===== config.mk =====
export PLATFORM = sky130hd
export DESIGN_NAME = fls_status_top
export DESIGN_NICKNAME = d
export VERILOG_FILES = /design/src/verilog/fls_pkg.sv /design/src/verilog/fls_filt_if.sv /design/src/verilog/fls_glitch_filter.sv /design/src/verilog/fls_status_top.sv
export SDC_FILE = /design/constraint.sdc
export NUM_CORES = 1
export LEC_CHECK = 0
export BUFFER_PORTS_ARGS = -buffer_cell sky130_fd_sc_hd__buf_2
export CAP_MARGIN = 25
export CORE_MARGIN = 10
export CORE_UTILIZATION = 55
export DETAILED_ROUTE_END_ITERATION = 7
export PLACE_DENSITY = 0.81
export SLEW_MARGIN = 20
export SYNTH_ARGS = -nofsm -noshare
export SYNTH_HDL_FRONTEND = slang
export SYNTH_SLANG_ARGS = --single-unit
export TNS_END_PERCENT = 5

===== constraint.sdc =====
create_clock -name clk_i -period 2.45 [get_ports clk_i]
set_input_delay 0.49 -clock clk_i [delete_from_list [all_inputs] [get_ports clk_i]]
set_output_delay 0.49 -clock clk_i [all_outputs]
set_load 0.1 [all_outputs]

===== src/verilog/fls_pkg.sv =====
// Purpose: shared constants and types of the flash-LED status logic
// Assumes: 50 MHz clk_i, synchronous active-high reset
// Notes:   status byte is read through a plain strobe from the serial port
package fls_pkg;

  // ==========================================================
  // status register
  localparam logic [7:0] STAT_ADDR  = 8'h03;
  localparam logic [7:0] STAT_RESET = 8'h00;
  localparam int B_FRUN  = 6;
  localparam int B_OPEN  = 5;
  localparam int B_WARN  = 4;
  localparam int B_HIGH  = 3;
  localparam int B_DIEOT = 2;
  localparam int B_SHORT = 0;

  // ==========================================================
  // current ladder
  localparam int          STEP_W     = 5;
  localparam int          DIM_W      = 4;
  localparam logic [4:0]  TORCH_BASE = 5'h01;
  localparam logic [4:0]  FLASH_BASE = 5'h09;
  localparam logic [4:0]  STEP_OFF   = 5'h00;

  // ==========================================================
  // timing
  localparam int CLK_MHZ       = 50;
  localparam int PRECHARGE_US  = 360;
  localparam int PRECHARGE_CYC = PRECHARGE_US * CLK_MHZ;
  localparam int PC_W          = 15;
  localparam int FILT_NS       = 200;
  localparam int FILT_CYC      = (FILT_NS * CLK_MHZ + 999) / 1000;
  localparam int FILT_W        = 4;

  // ==========================================================
  // synchronised trigger pin and comparator inputs, index into one vector
  localparam int SI_TRIGGER_PIN  = 0;
  localparam int SI_WARN  = 1;
  localparam int SI_HIGH  = 2;
  localparam int SI_DIEOT = 3;
  localparam int SI_VOK   = 4;
  localparam int N_SYNC   = 5;

  // start-up sequence of the converter
  typedef enum logic [1:0] {
    S_OFF,
    S_PRE,
    S_RUN,
    S_SHORT
  } fls_state_t;

endpackage : fls_pkg


===== src/verilog/fls_filt_if.sv =====
// Purpose: carrier between the top and the open-LED glitch filter
// Assumes: raw comes straight from an asynchronous comparator
// Notes:   clean is a registered level on clk_i
interface fls_filt_if;
  logic raw;
  logic clean;

  modport filt (
    input  raw,
    output clean
  );
  modport user (
    output raw,
    input  clean
  );
endinterface : fls_filt_if


===== src/verilog/fls_glitch_filter.sv =====
// Purpose: synchronise and deglitch the output overvoltage comparator
// Assumes: one clock, synchronous reset
// Notes:   clean rises only after FILT_CYC + 1 consecutive high samples
module fls_glitch_filter (
  input  wire logic clk_i,
  input  wire logic sys_rst_i,
  fls_filt_if.filt  fif
);
  import fls_pkg::*;

  typedef struct packed {
    logic              s1;
    logic              s2;
    logic [FILT_W-1:0] cnt;
    logic              clean;
  } fls_filt_st_t;

  localparam logic [FILT_W-1:0] CNT_LAST = FILT_W'(FILT_CYC);
  localparam fls_filt_st_t      RST      = '0;

  fls_filt_st_t q;
  fls_filt_st_t d;

  // ==========================================================
  // two-flop sync, then a run-length counter; any low sample restarts
  // it, so ringing shorter than the window never reaches the flag
  always_comb begin
    d    = q;
    d.s1 = fif.raw;
    d.s2 = q.s1;
    if (!q.s2) begin
      d.cnt = '0;
    end else if (q.cnt != CNT_LAST) begin
      d.cnt = q.cnt + 1'b1;
    end
    d.clean = q.s2 && (q.cnt == CNT_LAST);
  end

  always_ff @(posedge clk_i) begin
    if (sys_rst_i) begin
      q <= RST;
    end else begin
      q <= d;
    end
  end

  assign fif.clean = q.clean;

endmodule : fls_glitch_filter


===== src/verilog/fls_status_top.sv =====
// Purpose: fault/status flags, alert line and current ladder mapping
// Assumes: command bits arrive from the register file on clk_i
// Notes:   comparator and trigger pins are asynchronous and synchronised
module fls_status_top #(
  parameter int unsigned PRECHARGE_CYCLES = fls_pkg::PRECHARGE_CYC
) (
  input  wire logic                      clk_i,
  input  wire logic                      sys_rst_i,
  // status register read port
  input  wire logic                      stat_rd_i,
  output logic [7:0]                     stat_o,
  // command and dimming bits
  input  wire logic                      power_up_request_i,
  input  wire logic                      soft_trigger_gate_i,
  input  wire logic                      torch_on_i,
  input  wire logic [fls_pkg::DIM_W-1:0] torch_dim_i,
  input  wire logic [fls_pkg::DIM_W-1:0] flash_dim_i,
  input  wire logic                      flash_timeout_i,
  // asynchronous pins and comparators
  input  wire logic                      trigger_pin_i,
  input  wire logic                      ovp_i,
  input  wire logic                      led_warn_cmp_i,
  input  wire logic                      led_high_cmp_i,
  input  wire logic                      die_ot_cmp_i,
  input  wire logic                      vout_ok_cmp_i,
  // outputs
  output logic [fls_pkg::STEP_W-1:0]     current_step_o,
  output logic                           flash_active_o,
  output logic                           force_ready_o,
  output logic                           precharge_o,
  output logic                           converter_en_o,
  output logic                           alert_n_o
);
  import fls_pkg::*;

  // ==========================================================
  // state
  typedef struct packed {
    fls_state_t        state;
    logic [PC_W-1:0]   pc_cnt;
    logic [N_SYNC-1:0] sync1;
    logic [N_SYNC-1:0] sync2;
    logic              flash_run;
    logic              open_led;
    logic              led_warn;
    logic              led_high;
    logic              die_ot;
    logic              short_pend;
    logic              tmo_pend;
    logic              force_ready;
    logic              alert_n;
    logic [STEP_W-1:0] step;
  } fls_top_st_t;

  localparam logic [PC_W-1:0] PC_LAST = PC_W'(PRECHARGE_CYCLES - 1);
  localparam fls_top_st_t RST = '{
    state:   S_OFF,
    alert_n: 1'b1,
    step:    STEP_OFF,
    default: '0
  };

  fls_top_st_t       q;
  fls_top_st_t       d;
  logic [N_SYNC-1:0] async_vec;
  logic              powered;
  logic              vok;
  logic              flash_act;
  logic              torch_act;
  logic              ev_start;
  logic              ev_vok;
  logic              ev_to;
  logic              ev_open;
  logic              ev_warn;
  logic              ev_high;
  logic              ev_dieot;
  logic              forcing;
  logic              rd;

  fls_filt_if ovp_if ();

  // ==========================================================
  // open-LED comparator goes through its own deglitcher
  assign ovp_if.raw = ovp_i;

  fls_glitch_filter u_ovp_filt (
    .clk_i     (clk_i),
    .sys_rst_i (sys_rst_i),
    .fif       (ovp_if.filt)
  );

  // gather the asynchronous pins into one vector for the sync stage
  assign async_vec[SI_TRIGGER_PIN]  = trigger_pin_i;
  assign async_vec[SI_WARN]  = led_warn_cmp_i;
  assign async_vec[SI_HIGH]  = led_high_cmp_i;
  assign async_vec[SI_DIEOT] = die_ot_cmp_i;
  assign async_vec[SI_VOK]   = vout_ok_cmp_i;

  // ==========================================================
  // event decode, all from second sync stage, the open-LED filter output or same-clock inputs
  always_comb begin
    powered   = power_up_request_i;
    rd        = stat_rd_i;
    vok       = q.sync2[SI_VOK];
    // converter may only run after a good start-up check
    flash_act = soft_trigger_gate_i && q.sync2[SI_TRIGGER_PIN] && powered
                && (q.state == S_RUN);
    torch_act = torch_on_i && powered && (q.state == S_RUN)
                && !flash_act;
    ev_start  = powered && (q.state == S_OFF);
    ev_vok    = powered && (q.state == S_PRE) && vok;
    ev_to     = powered && (q.state == S_PRE) && !vok
                && (q.pc_cnt == PC_LAST);
    ev_open   = ovp_if.clean && (flash_act || torch_act);
    ev_warn   = powered && q.sync2[SI_WARN];
    ev_high   = powered && q.sync2[SI_HIGH];
    ev_dieot  = powered && q.sync2[SI_DIEOT];
    // warning alone never forces ready mode
    forcing   = ev_open || ev_high || ev_dieot || ev_to;
  end

  // ==========================================================
  // next state
  always_comb begin
    d       = q;
    d.sync1 = async_vec;
    d.sync2 = q.sync1;

    // start-up sequence; a short leaves us parked until power drops
    case (q.state)
      S_OFF: begin
        if (powered) begin
          d.state  = S_PRE;
          d.pc_cnt = '0;
        end
      end
      S_PRE: begin
        if (!powered) begin
          d.state = S_OFF;
        end else if (vok) begin
          d.state = S_RUN;
        end else if (q.pc_cnt == PC_LAST) begin
          d.state = S_SHORT;
        end else begin
          d.pc_cnt = q.pc_cnt + 1'b1;
        end
      end
      S_RUN: begin
        if (!powered) begin
          d.state = S_OFF;
        end
      end
      S_SHORT: begin
        if (!powered) begin
          d.state = S_OFF;
        end
      end
      default: begin
        d.state = S_OFF;
      end
    endcase

    // latched flags: a set in the read cycle wins over the clear
    d.open_led = ev_open  || (q.open_led && !rd);
    d.led_warn = ev_warn  || (q.led_warn && !rd);
    d.led_high = ev_high  || (q.led_high && !rd);
    d.die_ot   = ev_dieot || (q.die_ot   && !rd);
    d.tmo_pend = flash_timeout_i || (q.tmo_pend && !rd);
    if (ev_vok) begin
      d.short_pend = 1'b0;
    end else begin
      d.short_pend = ev_start || ev_to || (q.state == S_PRE)
                     || (q.short_pend && !rd);
    end

    // shutdown wipes the status byte back to its reset value
    if (!powered) begin
      d.open_led   = 1'b0;
      d.led_warn   = 1'b0;
      d.led_high   = 1'b0;
      d.die_ot     = 1'b0;
      d.short_pend = 1'b0;
      d.tmo_pend   = 1'b0;
    end

    // live flag, no latch: host polls it to see flash end
    d.flash_run   = flash_act && !forcing;
    // level to the mode logic, high while any forcing event lasts; power-up bit itself is untouched
    d.force_ready = forcing;

    // pending only alerts once the window is missed, not during it
    d.alert_n = !(d.open_led || d.led_warn || d.led_high || d.die_ot
                  || (d.short_pend && (d.state == S_SHORT))
                  || d.tmo_pend);

    // ladder: torch codes 1 to 16 and flash codes 9 to 24 share one scale
    if (forcing) begin
      d.step = STEP_OFF;
    end else if (flash_act) begin
      d.step = STEP_W'(flash_dim_i) + FLASH_BASE;
    end else if (torch_act) begin
      d.step = STEP_W'(torch_dim_i) + TORCH_BASE;
    end else begin
      d.step = STEP_OFF;
    end
  end

  // ==========================================================
  // state register
  always_ff @(posedge clk_i) begin
    if (sys_rst_i) begin
      q <= RST;
    end else begin
      q <= d;
    end
  end

  // ==========================================================
  // status byte; unused bits read as zero
  always_comb begin
    stat_o          = STAT_RESET;
    stat_o[B_FRUN]  = q.flash_run;
    stat_o[B_OPEN]  = q.open_led;
    stat_o[B_WARN]  = q.led_warn;
    stat_o[B_HIGH]  = q.led_high;
    stat_o[B_DIEOT] = q.die_ot;
    stat_o[B_SHORT] = q.short_pend;
  end

  // outputs
  assign current_step_o = q.step;
  assign flash_active_o = q.flash_run;
  assign force_ready_o  = q.force_ready;
  assign precharge_o    = (q.state == S_PRE);
  assign converter_en_o = (q.state == S_RUN);
  assign alert_n_o      = q.alert_n;

endmodule : fls_status_top

# Word level (Yosys, flattened, before mapping)
# Index checks and enable logic that the tools add are counted.
[word_totals]
reg_bits = 48
input_bits = 21
output_inout_bits = 18
[op_classes]
add_sub_neg = 4
n_eq_ne = 11
muxes = 14
bitwise_logic = 1
n_reduce_logical = 52
[op_table]
columns = ["cell", "n"]
rows = [
  ["$mux W15", 3],
  ["$pmux W15 S2", 1],
  ["$logic_and A1 B1 Y1", 24],
  ["$logic_or A1 B1 Y1", 17],
  ["$mux W17", 1],
  ["$add A15 B1 Y15 const B", 1],
  ["$eq A15 B15 Y1 const B", 1],
  ["$mux W5", 2],
  ["$mux W2", 4],
  ["$ne A2 B2 Y1 const B", 4],
  ["$eq A2 B2 Y1 const B", 3],
  ["$mux W6", 1],
  ["$pmux W2 S3", 1],
  ["$reduce_or A2 Y1", 3],
  ["$add A4 B1 Y5 const B", 1],
  ["$add A4 B4 Y5 const B", 1],
  ["$logic_not A1 Y1", 5],
  ["$reduce_and A5 Y1", 1],
  ["$add A4 B1 Y4 const B", 1],
  ["$eq A4 B4 Y1 const B", 1],
  ["$ne A4 B4 Y1 const B", 1],
  ["$eq A2 B1 Y1 const B", 1],
  ["$logic_not A2 Y1", 1],
  ["$reduce_bool A2 Y1", 1],
  ["other kinds (2)", 2],
]

# Logic depth before layout (Yosys ltp)
# Gate-level depths: netlist (run 1).
[logic_depth]
word_depth = 15
ltp_mapped = 6
depth_no_buf = 6

# Modules after synthesis
# Synthesis (run 1) repeated with hierarchy kept, for this count alone.
[unflattened]
cells_unflattened = 248
hier_area_um2 = 2208.4
[by_module_without_submodules]
columns = ["mod", "n_inst", "cells_each", "area_each_um2"]
rows = [
  ["fls_status_top", 1, 222, 1925.6],
  ["fls_glitch_filter", 1, 26, 282.8],
]

# Least setup slack after synthesis (run 1)
# Ideal clock, no wire load.
[synth_timing]
kind = "register -> register"
start = "reg q[40] in the netlist's numbering"
end = "reg q (netlist bit current_step_o[4])"
arrival_ns = 2.551
t_required_ns = 2.309
path_slack_ns = -0.242
stages_incl_launch_ff = 5
path_buffers = 0
period_less_slack_ns = 2.692
path_cell_list = "dfxtp_1 -> nor2b_1 -> a311o_1 -> a22o_1 -> a2111oi_0"
[synth_via]
elab_chain_len = 10
[synth_lines]
columns = ["item", "line", "source"]
rows = [
  ["start, declared", "fls_status_top.sv:63", "fls_top_st_t q;"],
  ["start signal, assigned", "fls_status_top.sv:212", "q <= RST;"],
  ["start signal, assigned", "fls_status_top.sv:214", "q <= d;"],
  ["$eq A2 B2 Y1 (*)", "--", ""],
  ["named net converter_en_o", "fls_status_top.sv:31", "output logic converter_en_o,"],
  ["$logic_and A1 B1 Y1", "fls_status_top.sv:107", "&& (q.state == S_RUN);"],
  ["$logic_not A1 Y1", "fls_status_top.sv:109", "&& !flash_act;"],
  ["$logic_and A1 B1 Y1", "fls_status_top.sv:109", ""],
  ["$logic_or A1 B1 Y1", "fls_status_top.sv:114", "ev_open = ovp_if.clean && (flash_act || torch_act);"],
  ["$logic_and A1 B1 Y1", "fls_status_top.sv:114", ""],
  ["$logic_or A1 B1 Y1 (3 in a row)", "fls_status_top.sv:119", "forcing = ev_open || ev_high || ev_dieot || ev_to;"],
  ["$reduce_or A2 Y1 (no source line)", "--", ""],
]
# The timed path passes the listed nets; every way through them passes the cells marked *.
# A chain may end at the register's enable or synchronous reset.

# Worst setup path in the final report (run 1)
[layout_timing]
start = "reg q[39] in the netlist's numbering"
end = "out precharge_o"
[layout_via]
elab_chain_len = 1
[layout_lines]
columns = ["item", "line", "source"]
rows = [
  ["$eq A2 B1 Y1", "fls_status_top.sv:234", "assign precharge_o = (q.state == S_PRE);"],
  ["end, declared", "fls_status_top.sv:30", "output logic precharge_o,"],
]
# No other way between the ends.

==> run_summary.xml, run 1 <==
<?xml version="1.0" encoding="UTF-8"?>
<metrics>
  <group name="run_status">
    <metric name="outcome" unit="">completed</metric>
  </group>
  <group name="logic_synthesis">
    <metric name="top_ff_cell_synth" unit="">sky130_fd_sc_hd__dfxtp_1</metric>
    <metric name="synthesis.area" unit="sq mm">0.00215</metric>
    <metric name="muxShareOfSynthArea" unit="%">0.988</metric>
    <metric name="mean_post_synth_cell_area" unit="sq um">9.04</metric>
    <metric name="dominant_combinational_cell_family_by_area_after_synthesis" unit="">simple AND/OR/NAND/NOR gates</metric>
    <metric name="synth_instances" unit="">238</metric>
    <metric name="synth-xor-area-share" unit="%">4.07</metric>
    <metric name="synth-edff-count" unit="">0</metric>
    <metric name="synthAdderAreaFrac" unit="%">2.91</metric>
    <metric name="postSynth.asyncResetShare" unit="%">0</metric>
    <metric name="synth-compound-area-share" unit="%">13.1</metric>
    <metric name="post_synth_and_or_nand_nor_area_fraction" unit="%">26.7</metric>
    <metric name="yosys_warnings" unit="">0</metric>
    <metric name="synth.ff_latch_count" unit="">48</metric>
    <metric name="yosys.cell_types.count" unit="">48</metric>
    <metric name="ys_seq_area_share" unit="%">44.7</metric>
  </group>
  <group name="clocking">
    <metric name="cts_setup_buffers" unit="">0</metric>
    <metric name="clock-root-buffer" unit="">sky130_fd_sc_hd__clkbuf_8</metric>
    <metric name="cts_sinks" unit="">48</metric>
    <metric name="cts-buffers-inserted" unit="">5</metric>
    <metric name="clkTransAtPathRegs" unit="ns">0.09</metric>
    <metric name="post_cts.resized_instances" unit="">0</metric>
    <metric name="clk_path_buf_depth" unit="">2</metric>
    <metric name="tritoncts" unit="">yes</metric>
    <metric name="htree_levels" unit="">2</metric>
    <metric name="holdBufCountCts" unit="">0</metric>
    <metric name="skew_pair_late_insertion_delay" unit="ns">0.31</metric>
  </group>
  <group name="detailed_routing">
    <metric name="postRouteAntennaNets" unit="">0</metric>
    <metric name="route.detailed.wl_per_inst" unit="um">14.1</metric>
    <metric name="via_density" unit="">5.56</metric>
    <metric name="first_pass_iters" unit="">4</metric>
    <metric name="drc" unit="">0</metric>
    <metric name="routed_wl" unit="mm">4.46</metric>
    <metric name="detail_route.iter0.violations" unit="">100</metric>
    <metric name="vias" unit="">1758</metric>
  </group>
  <group name="power">
    <metric name="clkPwrFrac" unit="%">34.2</metric>
    <metric name="power.ir.vdd_worst" unit="mV">0.506</metric>
    <metric name="p_sw_share" unit="%">27.3</metric>
    <metric name="internal-power" unit="mW">1.05</metric>
    <metric name="power_switching" unit="uW">394</metric>
    <metric name="total_leakage_power" unit="nW">0.905</metric>
    <metric name="pwr-share-seq" unit="%">55.8</metric>
    <metric name="p_per_area" unit="mW/mm^2">600</metric>
    <metric name="p_comb_share" unit="%">10.0</metric>
  </group>
  <group name="worst_setup_path">
    <metric name="path_class" unit="">flip-flop to output port</metric>
    <metric name="critical_path_arrival" unit="ns">1.64</metric>
    <metric name="critical_path_peak_fanout" unit="">8</metric>
    <metric name="timing.critical_path.from_type" unit="">flip-flop</metric>
    <metric name="cp_data_required_time" unit="ns">1.96</metric>
    <metric name="worst_setup_path_end_kind" unit="">output port</metric>
  </group>
  <group name="layout">
    <metric name="regArea" unit="sq um">961</metric>
    <metric name="mostFrequentLayoutCells" unit="">sky130_fd_sc_hd__dfxtp_1 (48), sky130_fd_sc_hd__buf_2 (36), sky130_fd_sc_hd__nor2_1 (21), sky130_fd_sc_hd__nor2b_1 (15), sky130_fd_sc_hd__a21oi_1 (15)</metric>
    <metric name="most_common_cell_after_layout_fill_and_taps_aside" unit="">sky130_fd_sc_hd__dfxtp_1</metric>
    <metric name="antenna-diode-count" unit="">0</metric>
    <metric name="area_growth_syn_to_layout" unit="%">11.7</metric>
    <metric name="number_of_fill_cells" unit="">331</metric>
    <metric name="layout.nets" unit="">293</metric>
    <metric name="multi_input_gate_area" unit="sq mm">0.00104</metric>
    <metric name="proportion_of_layout_cells_with_a_drive_suffix_above_1" unit="%">21.3</metric>
  </group>
  <group name="job">
    <metric name="drv_cap" unit="">0</metric>
  </group>
  <group name="die">
    <metric name="fp.dieArea" unit="sq mm">0.00681</metric>
    <metric name="floorplan.core_area" unit="sq mm">0.00372</metric>
    <metric name="initial_core_util" unit="%">57.9</metric>
    <metric name="die_w" unit="um">82.6</metric>
    <metric name="rows" unit="">22</metric>
    <metric name="io-pin-count" unit="">39</metric>
    <metric name="die_h" unit="um">82.6</metric>
  </group>
  <group name="sta">
    <metric name="layout_setup_ws" unit="ns">0.322</metric>
    <metric name="layout_worst_path_cycle_share" unit="%">86.9</metric>
    <metric name="grt_setup_unrepaired" unit="">false</metric>
    <metric name="setup_viol_count_final" unit="">0</metric>
    <metric name="timing.final.max_slew_violations" unit="">0</metric>
    <metric name="totalNegativeSetupSlack" unit="ns">0</metric>
    <metric name="top_achievable_clock_speed" unit="MHz">470</metric>
    <metric name="timing.clock.skew" unit="ns">0.00687</metric>
    <metric name="post-route-min-period" unit="ns">2.13</metric>
    <metric name="final-hold-violation-count" unit="">0</metric>
    <metric name="timing.slew.headroom" unit="%">63.2</metric>
    <metric name="worst_slew_pin_slew" unit="ns">0.547</metric>
  </group>
  <group name="min_path">
    <metric name="worstHoldPathType" unit="">input port to flip-flop</metric>
  </group>
  <group name="place">
    <metric name="pre_cts_slack" unit="ns">0.378</metric>
    <metric name="dp.final_hpwl" unit="mm">3.32</metric>
    <metric name="place.port_buffers" unit="">36</metric>
    <metric name="place.gp.congestion" unit="">0.934</metric>
  </group>
  <group name="global_routing">
    <metric name="globalRouteOverflowTotal" unit="">0</metric>
    <metric name="gr-usage-all-layers" unit="%">14.0</metric>
    <metric name="largest_net_degree_at_the_start_of_global_routing" unit="">23</metric>
    <metric name="antenna_found_initial" unit="">0</metric>
    <metric name="grt_first_pass_wirelength" unit="mm">7.43</metric>
    <metric name="grt_pass1_vias" unit="">1645</metric>
  </group>
</metrics>
==> sequential cells by signal (all words and copies together) (netlist names) <==
register and count:
force_ready_o 1, q 23, flash_active_o 1, current_step_o 5, alert_n_o 1, u_ovp_filt.fif.clean 1, d 5, u_ovp_filt.d 1
u_ovp_filt.q 5, stat_o 5
==> stage by stage <==
step                      std cells  instance area (sq um)  power [mW]  hold WS (ns)  utilization (%)
after detailed placement        308                   2310       0.967         0.422             62.2
after global placement          308                   2310       0.964         0.416             62.2
after CTS                       316                   2400        1.45         0.371             64.7
after floorplan                 239                   2160       0.928         0.414                -
final                           316                   2400        1.44         0.377             64.7
after global routing            316                   2400        1.50         0.404             64.7
==> path summary, 6_finish.rpt <==
kind,startpoint,to,slack [ns],depth (start not counted)
setup / recovery,q[39],precharge_o,0.32,2
hold / removal,ovp_i,u_ovp_filt.d[5],0.38,2
hold reg to reg,d[18],q[18],0.44,1
setup reg to reg,q[28],alert_n_o,0.38,4
==> layout make-up <==
type	count	share of cell area, %
multi-input cells	162	43.2
clock buffers	5	2.86
well taps	48	2.50
repair buffers	41	9.05
flip-flops and latches	48	40.0
inverters	9	1.40
clock inverters	3	1.04
==> critical path, cell delays in order, from the launching register on <==
cell                      delay [ns]
sky130_fd_sc_hd__dfxtp_1        0.49
sky130_fd_sc_hd__nor2b_1        0.34
sky130_fd_sc_hd__buf_2          0.50
==> cells by family (layout without fill, tap and decap cells) <==
kind of cell	count (synthesis)	after routing
AO/OA/AOI/OAI	42	42
XOR/XNOR	10	10
adder cells (fa/ha/maj)	5	5
buffers and inverters	29	58
flip-flops	48	48
multiplexers	2	2
other	1	2
AND/OR/NAND/NOR	101	101
==> power groups by stage <==
stage	Clock [mW]	Combinational, mW	Sequential (mW)
after floorplan	0	0.0973	0.831
after global placement	0	0.142	0.823
after detailed placement	0	0.144	0.823
after CTS	0.504	0.145	0.805
after global routing	0.531	0.157	0.807
final	0.494	0.144	0.805
==> Yosys cell counts, types with 2 or more instances <==
cell type	number	area (sq um)
sky130_fd_sc_hd__a211o_1	2	17.5
sky130_fd_sc_hd__a211oi_1	4	30.0
sky130_fd_sc_hd__a21oi_1	15	75.1
sky130_fd_sc_hd__a31oi_1	3	18.8
sky130_fd_sc_hd__buf_4	13	97.6
sky130_fd_sc_hd__clkbuf_1	6	22.5
sky130_fd_sc_hd__dfxtp_1	48	961
sky130_fd_sc_hd__ha_1	5	62.6
sky130_fd_sc_hd__inv_1	9	33.8
sky130_fd_sc_hd__nand2_1	10	37.5
sky130_fd_sc_hd__nand2b_1	3	18.8
sky130_fd_sc_hd__nand3_1	10	50.1
sky130_fd_sc_hd__nand3b_1	2	15.0
sky130_fd_sc_hd__nand4_1	6	37.5
sky130_fd_sc_hd__nand4b_1	2	17.5
sky130_fd_sc_hd__nor2_1	21	78.8
sky130_fd_sc_hd__nor2b_1	16	100
sky130_fd_sc_hd__nor3_1	9	45.0
sky130_fd_sc_hd__nor4_1	5	31.3
sky130_fd_sc_hd__o21ai_0	3	15.0
sky130_fd_sc_hd__o31ai_1	4	30.0
sky130_fd_sc_hd__o41ai_1	2	17.5
sky130_fd_sc_hd__or2_2	3	18.8
sky130_fd_sc_hd__or3_1	2	12.5
sky130_fd_sc_hd__or4_1	4	30.0
sky130_fd_sc_hd__xnor2_1	7	61.3
sky130_fd_sc_hd__xor2_1	3	26.3
==> layer usage <==
metal | vias up | GRT usage [%] | wire, um
li1 | 896 | - | -
met1 | 808 | 16.9 | 1980
met4 | 0 | 7.69 | 85
met3 | 10 | 3.78 | 327
met2 | 44 | 22.1 | 2070
met5 | - | 0 | 0
Power figures use the tool's default switching activity.
==> run 2: changes to the inputs <==
- CORE_UTILIZATION: 55 -> 57
- CTS_BUF_LIST: unset -> sky130_fd_sc_hd__clkbuf_4
- PLACE_DENSITY: 0.81 -> 0.83
==> run_summary.xml, run 2 (synthesis results as in run 1) <==
<?xml version="1.0" encoding="UTF-8"?>
<metrics>
  <group name="run_status">
    <metric name="outcome" unit="">completed</metric>
  </group>
  <group name="detailed_routing">
    <metric name="first_pass_iters" unit="">4</metric>
    <metric name="postRouteAntennaNets" unit="">0</metric>
    <metric name="routed_wl" unit="mm">4.39</metric>
    <metric name="detail_route.iter0.violations" unit="">97</metric>
    <metric name="vias" unit="">1787</metric>
    <metric name="via_density" unit="">5.67</metric>
    <metric name="drc" unit="">0</metric>
    <metric name="route.detailed.wl_per_inst" unit="um">13.9</metric>
  </group>
  <group name="global_routing">
    <metric name="gr-usage-all-layers" unit="%">14.0</metric>
    <metric name="antenna_found_initial" unit="">0</metric>
    <metric name="globalRouteOverflowTotal" unit="">0</metric>
    <metric name="largest_net_degree_at_the_start_of_global_routing" unit="">23</metric>
    <metric name="grt_first_pass_wirelength" unit="mm">7.54</metric>
    <metric name="grt_pass1_vias" unit="">1723</metric>
  </group>
  <group name="clocking">
    <metric name="skew_pair_late_insertion_delay" unit="ns">0.37</metric>
    <metric name="clock-root-buffer" unit="">sky130_fd_sc_hd__clkbuf_4</metric>
    <metric name="holdBufCountCts" unit="">0</metric>
    <metric name="post_cts.resized_instances" unit="">0</metric>
    <metric name="clkTransAtPathRegs" unit="ns">0.14</metric>
    <metric name="tritoncts" unit="">yes</metric>
    <metric name="cts_setup_buffers" unit="">0</metric>
    <metric name="cts_sinks" unit="">48</metric>
    <metric name="cts-buffers-inserted" unit="">5</metric>
    <metric name="clk_path_buf_depth" unit="">2</metric>
    <metric name="htree_levels" unit="">2</metric>
  </group>
  <group name="die">
    <metric name="die_w" unit="um">81.4</metric>
    <metric name="fp.dieArea" unit="sq mm">0.00663</metric>
    <metric name="io-pin-count" unit="">39</metric>
    <metric name="floorplan.core_area" unit="sq mm">0.00366</metric>
    <metric name="initial_core_util" unit="%">58.8</metric>
    <metric name="die_h" unit="um">81.4</metric>
    <metric name="rows" unit="">22</metric>
  </group>
  <group name="layout">
    <metric name="mostFrequentLayoutCells" unit="">sky130_fd_sc_hd__dfxtp_1 (48), sky130_fd_sc_hd__buf_2 (36), sky130_fd_sc_hd__nor2_1 (21), sky130_fd_sc_hd__nor2b_1 (15), sky130_fd_sc_hd__a21oi_1 (15)</metric>
    <metric name="post-route-util" unit="%">65.2</metric>
    <metric name="largest_register_ff_count" unit="">23</metric>
    <metric name="antenna-diode-count" unit="">0</metric>
    <metric name="layout.nets" unit="">292</metric>
    <metric name="area_growth_syn_to_layout" unit="%">11.0</metric>
    <metric name="proportion_of_layout_cells_with_a_drive_suffix_above_1" unit="%">21.0</metric>
    <metric name="largest-register" unit="">q</metric>
    <metric name="most_common_cell_after_layout_fill_and_taps_aside" unit="">sky130_fd_sc_hd__dfxtp_1</metric>
  </group>
  <group name="power">
    <metric name="power_switching" unit="uW">366</metric>
    <metric name="total_leakage_power" unit="nW">0.901</metric>
    <metric name="p_comb_share" unit="%">10.1</metric>
    <metric name="internal-power" unit="mW">1.06</metric>
    <metric name="pwr-share-seq" unit="%">56.6</metric>
    <metric name="p_sw_share" unit="%">25.7</metric>
    <metric name="p_per_area" unit="mW/mm^2">597</metric>
    <metric name="clkPwrFrac" unit="%">33.3</metric>
    <metric name="power.ir.vdd_worst" unit="mV">0.382</metric>
  </group>
  <group name="sta">
    <metric name="timing.slew.headroom" unit="%">58.5</metric>
    <metric name="worst_slew_pin_slew" unit="ns">0.616</metric>
    <metric name="layout_worst_path_cycle_share" unit="%">90.1</metric>
    <metric name="top_achievable_clock_speed" unit="MHz">453</metric>
    <metric name="timing.final.max_slew_violations" unit="">0</metric>
    <metric name="timing.clock.skew" unit="ns">0.0175</metric>
    <metric name="final-hold-violation-count" unit="">0</metric>
    <metric name="post-route-min-period" unit="ns">2.21</metric>
    <metric name="grt_setup_unrepaired" unit="">false</metric>
    <metric name="setup_viol_count_final" unit="">0</metric>
    <metric name="totalNegativeSetupSlack" unit="ns">0</metric>
  </group>
  <group name="worst_setup_path">
    <metric name="cp_data_required_time" unit="ns">1.96</metric>
    <metric name="rrSetupSlack" unit="ns">0.36</metric>
    <metric name="path_class" unit="">flip-flop to output port</metric>
    <metric name="worstPathBufferInverterCount" unit="">1</metric>
    <metric name="worst_setup_path_end_kind" unit="">output port</metric>
    <metric name="critPathTopFamily" unit="">flip-flops</metric>
    <metric name="timing.critical_path.from_type" unit="">flip-flop</metric>
    <metric name="critPathMaxStageDelay" unit="ns">0.51</metric>
    <metric name="crit_chain" unit="">nor2b_1 -&gt; buf_2</metric>
    <metric name="critical_path_arrival" unit="ns">1.72</metric>
    <metric name="crit-reg2reg-capture" unit="">alert_n_o</metric>
    <metric name="critical_path_peak_fanout" unit="">8</metric>
    <metric name="worst_path_max_delay_cell" unit="">sky130_fd_sc_hd__dfxtp_1</metric>
    <metric name="worstReg2RegStart" unit="">q[28]</metric>
    <metric name="reg2reg_depth" unit="">4</metric>
  </group>
  <group name="min_path">
    <metric name="worstHoldPathType" unit="">input port to flip-flop</metric>
    <metric name="worstHoldStart" unit="">trigger_pin_i</metric>
    <metric name="min_delay_path_depth" unit="">2</metric>
    <metric name="min_to" unit="">d[14]</metric>
  </group>
  <group name="job">
    <metric name="drv_cap" unit="">0</metric>
  </group>
  <group name="place">
    <metric name="dp.final_hpwl" unit="mm">3.21</metric>
    <metric name="place.port_buffers" unit="">36</metric>
    <metric name="place.gp.congestion" unit="">0.846</metric>
  </group>
</metrics>
## run 2: cell count changes in the layout (fill, tap and decap cells not counted), sizes merged
cell / before / now
clkinvlp: 1 / 0
bufinv: 0 / 1
clkinv: 0 / 2
buf: 41 / 40
inv: 11 / 9
## run 2: layer usage
layer | vias to the layer above | part of all wire [%] | track usage, %
met4 | 0 | 1.2 | 4.67
met2 | 63 | 48 | 24.4
li1 | 894 | - | -
met5 | - | 0 | 0
met1 | 824 | 41 | 15.7
met3 | 6 | 9.4 | 4.48
## run 2: worst max-delay path by stage
stage / startpoint / endpoint / slack, ns / depth (start not counted)
2_1_floorplan: q[39] / alert_n_o / 0.07 / 3
3_3_place_gp: q[28] / alert_n_o / 0.42 / 4
3_5_place_dp: q[28] / alert_n_o / 0.38 / 4
4_1_cts: q[39] / precharge_o / 0.26 / 2
5_1_grt: q[39] / precharge_o / 0.21 / 2
6_report: q[39] / precharge_o / 0.24 / 2
## run 2: through the flow
stage,worst slack [ns],power (mW),cell area [sq um],hold slack (ns),cells
2_1_floorplan,0.0726,0.928,2160,0.414,239
3_3_place_gp,0.420,0.963,2300,0.415,307
3_5_place_dp,0.379,0.965,2300,0.424,307
4_1_cts,0.262,1.43,2390,0.315,315
5_1_grt,0.206,1.48,2390,0.313,315
6_report,0.242,1.43,2390,0.316,315
## run 2: cell type report
class | instances | area, sq um
fill | 299 | 1270
multi-input combinational | 162 | 1040
sequential | 48 | 961
timing repair buffer | 40 | 210
tap | 48 | 60.1
clock inverter | 3 | 47.5
clock buffer | 5 | 37.5
inverter | 9 | 33.8
## run 2: worst register-to-register path, cell delays in order, from the launching register on
cell and delay, ns:
sky130_fd_sc_hd__dfxtp_1 0.38, sky130_fd_sc_hd__or4b_1 0.58, sky130_fd_sc_hd__or4_4 0.53, sky130_fd_sc_hd__o21a_1 0.19
sky130_fd_sc_hd__o32a_1 0.32
## run 2: power by group through the flow
| stage | registers [mW] | logic [mW] | clock network [mW] |
|---|---|---|---|
| after detailed placement | 0.823 | 0.142 | 0 |
| after CTS | 0.806 | 0.144 | 0.485 |
| after floorplan | 0.831 | 0.0973 | 0 |
| final | 0.806 | 0.144 | 0.475 |
| after global routing | 0.808 | 0.157 | 0.516 |
| after global placement | 0.823 | 0.141 | 0 |
==> run 3: changes to the inputs <==
- CORE_UTILIZATION: 57 -> 40
- PLACE_DENSITY: 0.83 -> 0.63
- RECOVER_POWER: unset -> 50
==> run_summary.xml, run 3 (synthesis results as in run 1) <==
<?xml version="1.0" encoding="UTF-8"?>
<metrics>
  <group name="sta">
    <metric name="top_achievable_clock_speed" unit="MHz">451</metric>
    <metric name="hold_ws" unit="ns">0.313</metric>
    <metric name="post-route-min-period" unit="ns">2.22</metric>
    <metric name="totalNegativeSetupSlack" unit="ns">0</metric>
    <metric name="timing.slew.headroom" unit="%">22.1</metric>
    <metric name="timing.final.max_slew_violations" unit="">0</metric>
    <metric name="layout_worst_path_cycle_share" unit="%">90.5</metric>
    <metric name="worst_slew_pin_slew" unit="ns">1.17</metric>
    <metric name="grt_setup_unrepaired" unit="">false</metric>
    <metric name="setup_viol_count_final" unit="">0</metric>
    <metric name="final-hold-violation-count" unit="">0</metric>
    <metric name="timing.clock.skew" unit="ns">0.00835</metric>
  </group>
  <group name="clocking">
    <metric name="holdBufCountCts" unit="">0</metric>
    <metric name="cts_sinks" unit="">48</metric>
    <metric name="clkTransAtPathRegs" unit="ns">0.15</metric>
    <metric name="clk_path_buf_depth" unit="">2</metric>
    <metric name="post_cts.resized_instances" unit="">0</metric>
    <metric name="clock-root-buffer" unit="">sky130_fd_sc_hd__clkbuf_4</metric>
    <metric name="tritoncts" unit="">yes</metric>
    <metric name="htree_levels" unit="">2</metric>
    <metric name="skew_pair_late_insertion_delay" unit="ns">0.37</metric>
    <metric name="cts-buffers-inserted" unit="">5</metric>
    <metric name="cts_setup_buffers" unit="">0</metric>
  </group>
  <group name="global_routing">
    <metric name="antenna_found_initial" unit="">0</metric>
    <metric name="largest_net_degree_at_the_start_of_global_routing" unit="">23</metric>
    <metric name="gr-usage-all-layers" unit="%">10.4</metric>
    <metric name="grt_first_pass_wirelength" unit="mm">7.47</metric>
    <metric name="grt_pass1_vias" unit="">1677</metric>
    <metric name="globalRouteOverflowTotal" unit="">0</metric>
  </group>
  <group name="layout">
    <metric name="antenna-diode-count" unit="">0</metric>
    <metric name="mostFrequentLayoutCells" unit="">sky130_fd_sc_hd__dfxtp_1 (48), sky130_fd_sc_hd__buf_2 (30), sky130_fd_sc_hd__nor2_1 (21), sky130_fd_sc_hd__nor2b_1 (15), sky130_fd_sc_hd__a21oi_1 (15)</metric>
    <metric name="proportion_of_layout_cells_with_a_drive_suffix_above_1" unit="%">18.4</metric>
    <metric name="number_of_fill_cells" unit="">514</metric>
    <metric name="largest_register_ff_count" unit="">23</metric>
    <metric name="area_growth_syn_to_layout" unit="%">10.7</metric>
    <metric name="largest-register" unit="">q</metric>
    <metric name="most_common_cell_after_layout_fill_and_taps_aside" unit="">sky130_fd_sc_hd__dfxtp_1</metric>
    <metric name="layout.nets" unit="">292</metric>
  </group>
  <group name="worst_setup_path">
    <metric name="timing.critical_path.from_type" unit="">flip-flop</metric>
    <metric name="reg2reg_depth" unit="">4</metric>
    <metric name="rrSetupSlack" unit="ns">0.37</metric>
    <metric name="cp_data_required_time" unit="ns">1.96</metric>
    <metric name="critical_path_peak_fanout" unit="">8</metric>
    <metric name="path_class" unit="">flip-flop to output port</metric>
    <metric name="worst_setup_path_end_kind" unit="">output port</metric>
    <metric name="critical_path_arrival" unit="ns">1.73</metric>
  </group>
  <group name="power">
    <metric name="pwr-share-seq" unit="%">60.2</metric>
    <metric name="power_switching" unit="uW">380</metric>
    <metric name="p_sw_share" unit="%">28.4</metric>
    <metric name="clkPwrFrac" unit="%">29.2</metric>
    <metric name="p_comb_share" unit="%">10.6</metric>
    <metric name="p_per_area" unit="mW/mm^2">562</metric>
    <metric name="power.ir.vdd_worst" unit="mV">0.341</metric>
    <metric name="total_leakage_power" unit="nW">0.860</metric>
    <metric name="internal-power" unit="uW">960</metric>
  </group>
  <group name="die">
    <metric name="rows" unit="">26</metric>
    <metric name="floorplan.core_area" unit="sq mm">0.00517</metric>
    <metric name="initial_core_util" unit="%">41.6</metric>
    <metric name="fp.dieArea" unit="sq mm">0.00871</metric>
    <metric name="die_w" unit="um">93.4</metric>
    <metric name="io-pin-count" unit="">39</metric>
    <metric name="die_h" unit="um">93.4</metric>
  </group>
  <group name="detailed_routing">
    <metric name="postRouteAntennaNets" unit="">0</metric>
    <metric name="met3_wirelength" unit="um">232</metric>
    <metric name="first_pass_iters" unit="">4</metric>
    <metric name="detail_route.iter0.violations" unit="">146</metric>
    <metric name="wl_met1" unit="mm">2.12</metric>
    <metric name="drc" unit="">0</metric>
    <metric name="routed-wl-met2" unit="mm">2.03</metric>
    <metric name="route.detailed.wl_per_inst" unit="um">13.2</metric>
    <metric name="via_density" unit="">5.10</metric>
    <metric name="topRoutingLayerUsed" unit="">met4</metric>
    <metric name="routed_wl" unit="mm">4.46</metric>
    <metric name="vias" unit="">1720</metric>
  </group>
  <group name="job">
    <metric name="drv_cap" unit="">0</metric>
  </group>
  <group name="min_path">
    <metric name="worstHoldPathType" unit="">input port to flip-flop</metric>
    <metric name="min_delay_path_depth" unit="">2</metric>
  </group>
  <group name="place">
    <metric name="place.gp.congestion" unit="">0.833</metric>
    <metric name="place.port_buffers" unit="">36</metric>
    <metric name="dp.final_hpwl" unit="mm">3.35</metric>
  </group>
  <group name="run_status">
    <metric name="outcome" unit="">completed</metric>
  </group>
</metrics>
[run 3: cell count changes in the layout (fill, tap and decap cells not counted), sizes merged]
| cell | before | now |
|---|---|---|
| buf | 40 | 33 |
| clkbuf | 5 | 12 |
| clkinv | 2 | 0 |
| inv | 9 | 11 |
| bufinv | 1 | 0 |
| clkinvlp | 0 | 1 |
[run 3: path summary, 6_finish.rpt]
| check | start | endpoint |
|---|---|---|
| max | q[39] | precharge_o |
| min | die_ot_cmp_i | d[17] |
| max reg2reg | q[32] | alert_n_o |
| min reg2reg | d[15] | q[15] |
[run 3: worst max-delay path, stage by stage (launching register included)]
cell	delay, ns
sky130_fd_sc_hd__dfxtp_1	0.51
sky130_fd_sc_hd__nor2b_1	0.35
sky130_fd_sc_hd__buf_2	0.50
[run 3: final cells by class]
class / instances / area, sq um / share of cell area, %
clock buffer: 5 / 37.5 / 1.58
clock inverter: 3 / 25.0 / 1.05
inverter: 9 / 33.8 / 1.42
multi-input combinational: 162 / 1040 / 43.6
sequential: 48 / 961 / 40.3
tap: 70 / 87.6 / 3.68
timing repair buffer: 40 / 199 / 8.35
[run 3: through the flow]
step                setup slack [ns]  area, sq um  power (mW)  cells  util [%]
floorplan                     0.0726         2160       0.928    239         -
global placement               0.418         2330       0.967    329      45.1
detailed placement             0.388         2330       0.967    329      45.1
CTS                            0.215         2390        1.36    337      46.3
global route                   0.157         2380        1.40    337      46.1
finish                         0.233         2380        1.34    337      46.1
[run 3: power groups by stage]
| stage | clock network (mW) | logic [mW] | registers, mW |
|---|---|---|---|
| floorplan | 0 | 0.0973 | 0.831 |
| global placement | 0 | 0.144 | 0.823 |
| detailed placement | 0 | 0.144 | 0.823 |
| CTS | 0.412 | 0.144 | 0.807 |
| global route | 0.438 | 0.155 | 0.809 |
| finish | 0.391 | 0.142 | 0.807 |
[run 3: per-layer routing]
layer  vias up  global-route usage, %
met5         -                      0
met4         0                   5.40
met3         5                   2.80
met2        35                   16.3
met1       787                   12.7
li1        893                      -
